$ cat config.mk
export PLATFORM = sky130hd
export DESIGN_NAME = ssi_controller_flat
export DESIGN_NICKNAME = d
export VERILOG_FILES = /design/src/hdl/ssi_pkg.sv /design/src/hdl/ssi_link_if.sv /design/src/hdl/stream_fifo.sv /design/src/hdl/ssi_controller.sv /design/src/flat_wrapper.sv
export SDC_FILE = /design/constraint.sdc
export NUM_CORES = 1
export LEC_CHECK = 0
export BUFFER_PORTS_ARGS = -buffer_cell sky130_fd_sc_hd__clkbuf_2
export CAP_MARGIN = 40
export CORE_ASPECT_RATIO = 0.75
export CORE_MARGIN = 4
export CORE_UTILIZATION = 50
export CTS_CLUSTER_SIZE = 10
export DETAILED_ROUTE_END_ITERATION = 16
export MAX_ROUTING_LAYER = met4
export PLACE_DENSITY = 0.74
export SLEW_MARGIN = 20
export SYNTH_ARGS = -nofsm -noshare
export SYNTH_HDL_FRONTEND = slang
export SYNTH_SLANG_ARGS = --single-unit
$ cat constraint.sdc
create_clock -name sys_clk -period 2.8 [get_ports sys_clk]
set_clock_uncertainty 0.2 [all_clocks]
set_input_delay 0.28 -clock sys_clk [delete_from_list [all_inputs] [get_ports sys_clk]]
set_output_delay 0.28 -clock sys_clk [all_outputs]
set_load 0.05 [all_outputs]
$ cat src/hdl/ssi_pkg.sv
// Shared constants and types for the SSI position link
package ssi_pkg;

    //****************************************************************
    // Clocking
    //****************************************************************
    localparam int CLK_HZ   = 25_000_000;         // System clock rate
    localparam int CLK_NS   = 40;                 // System clock period

    //****************************************************************
    // Word layout
    //****************************************************************
    localparam int ST_BITS   = 13;                // Singleturn step bits
    localparam int MT_BITS   = 12;                // Multiturn revolution bits
    localparam int WORD_BITS = ST_BITS + MT_BITS; // Total resolution n

    //****************************************************************
    // Timing
    //****************************************************************
    localparam int TM_NS    = 20_000;             // Monoflop time
    localparam int TM_CYC   = (TM_NS + CLK_NS - 1) / CLK_NS;
    localparam int TP_NS    = 30_000;             // Controller clock pause
    localparam int TP_CYC   = (TP_NS + CLK_NS - 1) / CLK_NS;
    localparam int BAUD_HZ  = 100_000;            // Controller bit rate
    localparam int HALF_CYC = CLK_HZ / (2 * BAUD_HZ);
    localparam int HOLD_CYC = 2;                  // Link re-arm pulse length
    localparam int FIFO_DEPTH = 4;                // Received word buffer

    //****************************************************************
    // Reset values
    //****************************************************************
    localparam logic IDLE_LEVEL = 1'h1;           // Lines rest high

    //****************************************************************
    // Controller states
    //****************************************************************
    typedef enum logic [1:0] {
        CT_IDLE,
        CT_LOW,
        CT_HIGH,
        CT_PAUSE
    } ctrl_state_t;

endpackage

$ cat src/hdl/ssi_link_if.sv
// Link wires between the encoder and the controller
`timescale 1ns/10ps
interface ssi_link_if;
    logic clk_p;   // Clock plus line, from the controller
    logic clk_n;   // Clock minus line
    logic data_p;  // Data plus line, from the encoder
    logic data_n;  // Data minus line

    // Complementary lines of the differential pairs
    assign clk_n  = ~clk_p;
    assign data_n = ~data_p;

    modport device (input clk_p, output data_p);
    modport ctrl   (output clk_p, input data_p);
endinterface

$ cat src/hdl/stream_fifo.sv
// Small valid/ready FIFO with parameterised width and depth
`timescale 1ns/10ps
module stream_fifo #(
    parameter int W     = 8,
    parameter int DEPTH = 4
) (
    // Clock and reset
    input  wire logic         sys_clk,
    input  wire logic         nrst,
    // Fill side
    input  wire logic         in_valid,
    output logic              in_ready,
    input  wire logic [W-1:0] in_data,
    // Drain side
    output logic              out_valid,
    input  wire logic         out_ready,
    output logic [W-1:0]      out_data
);
    localparam int AW = $clog2(DEPTH);

    // Depth must be a power of two, at least two
    if (DEPTH < 2 || (1 << AW) != DEPTH) begin : g_chk
        $error("stream_fifo: DEPTH must be a power of two >= 2");
    end

    typedef struct packed {
        logic [DEPTH-1:0][W-1:0] mem;  // Storage
        logic [AW:0]             wr;   // Write pointer, wrap bit on top
        logic [AW:0]             rd;   // Read pointer, wrap bit on top
    } fifo_t;

    fifo_t st;       // Registered state
    fifo_t next_st;  // Next state
    logic  full;     // No room left
    logic  empty;    // Nothing stored

    // Wrap bits differ and indices match when full
    assign empty     = st.wr == st.rd;
    assign full      = (st.wr[AW] != st.rd[AW]) && (st.wr[AW-1:0] == st.rd[AW-1:0]);
    assign in_ready  = !full;
    assign out_valid = !empty;
    assign out_data  = st.mem[st.rd[AW-1:0]];

    // Pointer and storage update
    always_comb begin
        next_st = st;
        if (in_valid && !full) begin
            next_st.mem[st.wr[AW-1:0]] = in_data;
            next_st.wr = st.wr + 1'b1;
        end
        if (out_ready && !empty) begin
            next_st.rd = st.rd + 1'b1;
        end
    end

    // State register
    always_ff @(posedge sys_clk or negedge nrst) begin
        if (!nrst) begin
            st <= '0;
        end else begin
            st <= next_st;
        end
    end
endmodule

$ cat src/hdl/ssi_controller.sv
// SSI controller end: clock bursts, word assembly and a receive FIFO
`timescale 1ns/10ps
module ssi_controller
    import ssi_pkg::*;
#(
    parameter int N_BITS = WORD_BITS,
    parameter int HALF   = HALF_CYC,
    parameter int TP     = TP_CYC,
    parameter int DEPTH  = FIFO_DEPTH
) (
    // Link side
    ssi_link_if.ctrl                link,
    // System clock and reset
    input  wire logic               sys_clk,
    input  wire logic               nrst,
    // Control
    input  wire logic               run,
    input  wire logic               ring_mode,
    // Received words
    output logic                    word_valid,
    input  wire logic               word_ready,
    output logic [N_BITS-1:0]       word_data,
    output logic                    word_mismatch,
    // Status
    output logic                    busy
);
    //****************************************************************
    // Widths and checks
    //****************************************************************
    localparam int HW = $clog2(HALF + 1);     // Half-period counter
    localparam int CW = $clog2(N_BITS + 2);   // Fall counter in a word
    localparam int PW = $clog2(TP + 1);       // Pause counter

    // Sampling needs the data synchroniser to settle within a bit
    if (HALF < 3 || N_BITS < 2 || TP < 1 || 2 * HALF >= TM_CYC) begin : g_chk
        $error("ssi_controller: HALF >= 3 and clock period below monoflop");
    end

    typedef struct packed {
        logic              d1;     // Data line, first sync stage
        logic              d2;     // Data line, second sync stage
        ctrl_state_t       st;     // Burst state
        logic [HW-1:0]     half;   // Cycles in the current half period
        logic [CW-1:0]     w;      // Fall number within the word
        logic              copy;   // Second copy in ring slide
        logic              clk;    // Clock line output
        logic [N_BITS-1:0] sh;     // Assembling word
        logic [N_BITS-1:0] first;  // First copy, for comparison
        logic              mism;   // Copies differed
        logic              push;   // Word ready for the FIFO
        logic [PW-1:0]     pause;  // Clock pause counter
    } ctrl_t;

    localparam ctrl_t CTRL_RST = '{
        d1: IDLE_LEVEL, d2: IDLE_LEVEL, st: CT_IDLE, half: '0, w: '0,
        copy: 1'h0, clk: IDLE_LEVEL, sh: '0, first: '0, mism: 1'h0,
        push: 1'h0, pause: '0
    };

    ctrl_t c;          // Registered state
    ctrl_t next_c;     // Next state
    logic  fifo_room;  // FIFO can take one more word

    //****************************************************************
    // Burst sequencer
    //****************************************************************
    always_comb begin
        next_c      = c;
        next_c.d1   = link.data_p;
        next_c.d2   = c.d1;
        next_c.push = 1'h0;
        unique case (c.st)
            CT_IDLE: begin
                // R1 clock rests high
                next_c.clk  = IDLE_LEVEL;
                next_c.half = (c.half == HW'(HALF - 1)) ? c.half : c.half + 1'b1;
                // Start only with room, so the push is never refused
                if (run && fifo_room && c.half == HW'(HALF - 1)) begin
                    next_c.st   = CT_LOW;
                    next_c.clk  = 1'h0;
                    next_c.half = '0;
                    next_c.w    = CW'(1);
                    next_c.copy = 1'h0;
                end
            end
            CT_LOW: begin
                if (c.half == HW'(HALF - 1)) begin
                    next_c.half = '0;
                    next_c.clk  = 1'h1;
                    next_c.st   = CT_HIGH;
                    // R15 sample before rise
                    if (c.w >= CW'(2)) begin
                        next_c.sh = {c.sh[N_BITS-2:0], c.d2};
                    end
                end else begin
                    next_c.half = c.half + 1'b1;
                end
            end
            CT_HIGH: begin
                if (c.half != HW'(HALF - 1)) begin
                    next_c.half = c.half + 1'b1;
                end else if (c.w != CW'(N_BITS + 1)) begin
                    next_c.half = '0;
                    next_c.w    = c.w + 1'b1;
                    next_c.clk  = 1'h0;
                    next_c.st   = CT_LOW;
                end else if (ring_mode && !c.copy) begin
                    // R13 keep clocking for a copy
                    next_c.half  = '0;
                    next_c.copy  = 1'h1;
                    next_c.first = c.sh;
                    next_c.w     = CW'(1);
                    next_c.clk   = 1'h0;
                    next_c.st    = CT_LOW;
                end else begin
                    next_c.half  = '0;
                    next_c.push  = 1'h1;
                    next_c.mism  = c.copy && (c.sh != c.first);
                    next_c.pause = '0;
                    next_c.st    = CT_PAUSE;
                end
            end
            CT_PAUSE: begin
                next_c.pause = c.pause + 1'b1;
                // R6 wait for data high or pause
                if (c.d2 || c.pause == PW'(TP - 1)) begin
                    next_c.st = CT_IDLE;
                end
            end
        endcase
    end

    // State register
    always_ff @(posedge sys_clk or negedge nrst) begin
        if (!nrst) begin
            c <= CTRL_RST;
        end else begin
            c <= next_c;
        end
    end

    //****************************************************************
    // Receive buffer
    //****************************************************************
    stream_fifo #(
        .W     (N_BITS + 1),
        .DEPTH (DEPTH)
    ) u_fifo (
        .sys_clk   (sys_clk),
        .nrst      (nrst),
        .in_valid  (c.push),
        .in_ready  (fifo_room),
        .in_data   ({c.mism, c.sh}),
        .out_valid (word_valid),
        .out_ready (word_ready),
        .out_data  ({word_mismatch, word_data})
    );

    //****************************************************************
    // Outputs
    //****************************************************************
    // R8 period fixed below monoflop
    assign link.clk_p = c.clk;
    assign busy       = c.st != CT_IDLE;

endmodule

$ cat src/flat_wrapper.sv
// flat-port wrapper written by rule: the top's interface ports become plain ports
module ssi_controller_flat import ssi_pkg::*;
#(
    parameter int N_BITS = WORD_BITS,
    parameter int HALF   = HALF_CYC,
    parameter int TP     = TP_CYC,
    parameter int DEPTH  = FIFO_DEPTH
)
  (sys_clk, nrst, run, ring_mode, word_valid, word_ready, word_data, word_mismatch, busy, link_clk_p, link_data_p);
  ssi_link_if link_i ();
  input  wire logic sys_clk;
  input  wire logic nrst;
  input  wire logic run;
  input  wire logic ring_mode;
  output logic word_valid;
  input  wire logic word_ready;
  output logic [N_BITS-1:0] word_data;
  output logic word_mismatch;
  output logic busy;
  output wire logic [$bits(link_i.clk_p)-1:0] link_clk_p;
  input wire logic [$bits(link_i.data_p)-1:0] link_data_p;
  assign link_clk_p = link_i.clk_p;
  assign link_i.data_p = link_data_p;
  ssi_controller #(.N_BITS(N_BITS), .HALF(HALF), .TP(TP), .DEPTH(DEPTH)) u_core (.link(link_i), .sys_clk(sys_clk), .nrst(nrst), .run(run), .ring_mode(ring_mode), .word_valid(word_valid), .word_ready(word_ready), .word_data(word_data), .word_mismatch(word_mismatch), .busy(busy));
endmodule
## After elaboration in Yosys (flattened, before gate mapping)

Cells that the tools add are included.

- Add/sub/neg operators: 5
- $lt $le $gt $ge: 4
- Equal/unequal tests: 20
- Mux-type cells: 29
- Bitwise operators: 3
- Reductions and logical operators: 26

Operators by type and width:

| cell | count |
|---|---|
| $bwmux 104 | 1 |
| $mux 26 | 3 |
| $bmux 26 s2 | 1 |
| $demux 26 s2 | 1 |
| $mux 7 | 5 |
| $mux 11 | 3 |
| $mux 25 | 1 |
| $ne 25x25->1 | 1 |
| $reduce_and 4->1 | 6 |
| $pmux 7 s3 | 1 |
| $pmux 10 s2 | 1 |
| $mux 16 | 1 |
| $mux 14 | 1 |
| $pmux 6 s2 | 1 |
| $add 10x1->10 const B | 1 |
| $eq 10x10->1 const B | 1 |
| $mux 9 | 1 |
| $logic_and 1x1->1 | 8 |
| $ne 2x1->1 const B | 4 |
| $pmux 2 s4 | 1 |
| $add 7x1->7 const B | 1 |
| $eq 7x7->1 const B | 1 |
| $ne 7x7->1 const B | 1 |
| $add 3x1->3 const B | 2 |
| other kinds (25) | 39 |

- Flip-flop bits (word level): 190
- Bits of input ports: 6
- Output and inout port bits: 29
- Word-level logic and storage cells: 105

## Logic depth before layout (Yosys ltp)

- Depth after elaboration: 7
- Mapped depth: 9
- Mapped depth without buffers: 7

## Modules after synthesis

A second synthesis with hierarchy kept.

- Cells, all modules: 619
- Area total of the unflattened synthesis: 8976.1 um^2

By module, submodules not included:

| module | instances | cells an instance | area an instance (um^2) | seq. area each (um^2) |
|---|---|---|---|---|
| stream_fifo | 1 | 293 | 5088.6 | 2752.6 |
| ssi_controller | 1 | 326 | 3887.5 | 2005.7 |

## Worst setup path before layout

OpenSTA, ideal clock, no wires.

- Path type: reg2reg
- Start point: register u_core.c[76] in the netlist's numbering
- End point: register u_core.c[67] in the netlist's numbering
- Setup time: 0.069 ns
- Arrival: 2.081 ns
- Required time: 2.531 ns
- Slack: 0.450 ns
- Cell stages (with the launch flop): 8
- Buffers on the path: 0
- Period minus slack after synthesis: 2.350 ns
- Cells stage by stage: dfrtp_1 > inv_1 > ha_1 > inv_1 > nor4_1 > a32oi_1 > or4_1 > nand3_1

- Cells in the longest elaborated chain, start to end: 3
- Elaborated cells on any way between the ends: 8
- Classes of those cells: eq/ne: 4; mux: 1; reduce/logical: 3

RTL lines:

| item | RTL line | source |
|---|---|---|
| start, declared | ssi_controller.sv:60 | `ctrl_t c;` |
| start signal, assigned | ssi_controller.sv:138 | `c <= next_c;` |
| $eq 2x2->1 / $logic_not 2->1 (equally long branches) | ssi_controller.sv:72 | `unique case (c.st)` |
| $ne 3x1->1 (no source line), or another cell as far along | n/a |  |
| $reduce_and 4->1 (no source line) | n/a |  |

Several ways; a longest one is shown, not always the timed one.
A chain may end at the register's enable or synchronous reset.

## Worst setup path after layout

- Start point: register u_core.u_fifo.st[0] in the netlist's numbering
- End point: output port word_data[23]

- Cells in the longest elaborated chain, start to end: 2

RTL lines:

| item | RTL line | source |
|---|---|---|
| start, declared | stream_fifo.sv:32 | `fifo_t st;` |
| start signal, assigned | stream_fifo.sv:61 | `st <= next_st;` |
| $bmux 26 s2 | stream_fifo.sv:42 | `assign out_data = st.mem[st.rd[AW-1:0]];` |
| $mux 26 (implied by the code) | stream_fifo.sv:42 |  |
| end, declared | flat_wrapper.sv:17 | `output logic [N_BITS-1:0] word_data;` |

No other way between the ends. The select of a mux whose other input is x is not followed.

==> impl_metrics.csv <==
group,metric,value,unit
status,status,"completed",
die,ios,35,
drt,drtAntennaViolNets,0,
clocking,numCtsBuffers,17,
cells_and_area,area_delta_synth_final,12.0,%
cells_and_area,drive_gt1_frac,0.419,
power,irDropWorstVdd,0.413,mV
timing,worst_slew_pin_slew,0.750,ns
critical_path,reg2reg_depth,7,
synthesis,synthArstFlopShare,1.00,
synthesis,syn_area_per_cell,14.3,um^2
critical_path,timing.rr.end,"u_core.c[6]$_DFFE_PN0P_",
critical_path,critical_path_depth,3,
synthesis,ys_warn_count,0,
place,numPortBuffers,34,
synthesis,ys_seq_area_frac,0.547,
global_routing,grt_overflow,0,
drt,dr.pass1.iters,5,
drt,routedWlPerCell,19.6,um
timing,clock.fmax,396,MHz
critical_path,cp_data_arrival_time,2.04,ns
synthesis,synthesis.instances,607,
clocking,clk_latency,0.42,ns
critical_path,crit_chain,"buf_6 -> mux4_2 -> clkbuf_2",
critical_path,critical_path_class,"reg -> out",
timing,max_slew_margin,0.500,
critical_path,end_kind,"output pin",
critical_path,path_buf_inv,2,
die,core_area,16900,um^2
timing,setup_tns,0,ns
clocking,h-tree-depth,4,
critical_path,r2r-start,"u_core.c[76]$_DFFE_PN0P_",
global_routing,grt_max_degree,66,
timing,hold_viol,0,
synthesis,yosysTopAreaCell,"dfrtp_1",
clocking,clockBufferDepth,2,
critical_path,worst-r2r-setup-slack,0.29,ns
timing,period_needed,2.52,ns
die,die_w,160,um
critical_path,cp.required,2.32,ns
clocking,cts_tree,"built",
die,die_h,122,um
synthesis,synth_area,8700,um^2
clocking,cts-root-buf,"clkbuf_16",
cells_and_area,n_antenna_cell,0,
power,p_leak,4.81,nW
flow_run,drv_cap,0,
critical_path,crit_fanout,28,
power,p_per_area,662,nW/um^2
die,rows,41,
cells_and_area,fin_nets,674,
synthesis,ys_types,48,
place,hpwl,11.2,mm
global_routing,grt_pass1_wl,28.9,mm
timing,rsz0062_at_grt,"false",
worst_hold_path,hold_class,"in -> reg",
synthesis,synth_top_area_frac,0.538,
global_routing,antenna_found_initial,0,
timing,finalSetupViolations,0,
critical_path,crit_end,"word_data[23]",
clocking,clkSinkCount,190,
synthesis,netlist_top_cells_count,"dfrtp_1 (187), mux2_2 (157), mux4_2 (26), nand2_1 (21), o21ai_0 (21)",
place,gp_congestion,0.776,
critical_path,cpPeakStageDelay,0.60,ns
drt,vias_per_cell,5.75,
critical_path,startpoint,"u_core.u_fifo.st[0]$_DFFE_PN0P_",
drt,wl,17.2,mm
synthesis,synth_seq_cells,190,
global_routing,grt_pass1_vias,5538,
timing,finalCritPeriodShare,0.901,
drt,drc,0,
critical_path,timing.critical_path.slowest_stage_cell,"mux4_2",
global_routing,grtUsageTotal,0.193,
synthesis,synth_edf_count,0,
synthesis,yosysMostFrequentCell,"dfrtp_1",
die,die-area,19600,um^2
timing,slew_viol_final,0,
critical_path,crit_path_start_kind,"flop",
die,start_util,0.514,
clocking,cts.reportedPaths.clkPinSlew,0.07,ns
critical_path,cp_top_family,"buffers and inverters",
drt,vias,5065,
drt,drtIter0Drc,263,
synthesis,synth_fp_nets,628,
synthesis,ys.flop_type,"dfrtp_1",
synthesis,yosys-top-cells-area,"dfrtp_1 (54%), mux2_2 (20%), mux4_2 (6.7%), ha_1 (2.2%), xnor2_1 (1.6%)",
power,finalPower,0.00645,W
-- where the power goes --
part	internal (W)	leakage, nW	switching, W	total (W)
Sequential	0.00284	2.62	0.0000877	0.00293
Clock	0.00130	0.279	0.00104	0.00234
Combinational	0.000437	1.91	0.000738	0.00118
-- how the worst min path moves through the flow --
stage	slack [ns]	from	end	cells after the start
6_report	0.05	run	u_core.c[63]$_DFFE_PN0P_	3
5_1_grt	0.07	run	u_core.c[63]$_DFFE_PN0P_	3
4_1_cts	0.03	run	u_core.c[63]$_DFFE_PN0P_	3
3_5_place_dp	0.12	nrst	u_core.c[71]$_DFFE_PN0P_	1
3_3_place_gp	0.1	nrst	u_core.c[71]$_DFFE_PN0P_	1
2_1_floorplan	-0.22	nrst	u_core.c[0]$_DFFE_PN0P_	0
-- per-stage QoR --
| step | instances | utilization | hold slack (ns) | area (um^2) | setup slack, ns |
|---|---|---|---|---|---|
| 4_1_cts | 881 | 0.575 | 0.0313 | 9740 | 0.0685 |
| 2_1_floorplan | 607 | - | -0.216 | 8700 | 0.450 |
| 3_5_place_dp | 846 | 0.539 | 0.117 | 9130 | 0.166 |
| 6_report | 881 | 0.576 | 0.0500 | 9740 | 0.276 |
| 3_3_place_gp | 846 | 0.539 | 0.0982 | 9130 | 0.326 |
| 5_1_grt | 881 | 0.576 | 0.0694 | 9740 | 0.120 |
-- layer usage --
layer	vias to the layer above	GRT usage	share of wire
li1	2329	-	-
met5	-	-	0
met2	58	0.315	0.49
met1	2668	0.255	0.47
met3	10	0.0423	0.028
met4	0	0.0398	0.0068
-- what timing repair did --
action / CTS / global route
setup buffers: 0 / 0
setup endpoints to repair: 0 / 3
gates resized for setup: 0 / 2
hold buffers: 3 / 0
endpoints found under the hold margin: 63 / 0
-- cell families after synthesis --
kind of cell	synth area share
AOI/OAI and AO/OA	0.0423
xor gates and xnor gates	0.0322
adders and majority gates	0.0216
buffers and inverters	0.0227
DFF	0.547
muxes	0.271
and+or+nand+nor	0.0634
-- cell usage in the layout (no fill, tap or decap), types with 3 or more instances in the layout --
cell type and instances:
nor2b_1 5, mux2_2 157, and3_1 5, o21ai_0 21, buf_4 12, nand3_1 15, ha_1 14, xnor2_1 16
or3_1 5, clkinv_2 3, mux4_2 26, clkbuf_8 3, or4_1 6, nand2_1 21, dfstp_2 3, a22o_1 7
dlygate4sd3_1 3, nor4_1 6, clkinvlp_4 3, clkinv_4 3, a21oi_1 8, xor2_1 16, dfrtp_1 186, nor2_1 8
clkbuf_16 17, nand2b_1 5, nand4_1 6, clkbuf_2 33, inv_1 12, o31ai_1 4
-- sequential cells by signal, summed over array words and instances (netlist names) --
| signal | flops |
|---|---|
| u_core.link.clk_p | 1 |
| u_core.u_fifo.st | 110 |
| u_core.c | 79 |
-- worst min-delay path: cells and delay by family --
family / cells / cell delay [ns]
AOI/OAI and AO/OA: 1 / 0.15
buffers and inverters: 1 / 0.10
and+or+nand+nor: 1 / 0.11
-- cell type report --
type,count,area (um^2)
clock buffers,20,467
well taps,215,269
inverters,12,45.0
clock inverters,12,111
flip-flops and latches,190,4760
multi-input cells,380,3740
fillers,1347,7190
repair buffers,52,348
Power figures use the tool's default switching activity.
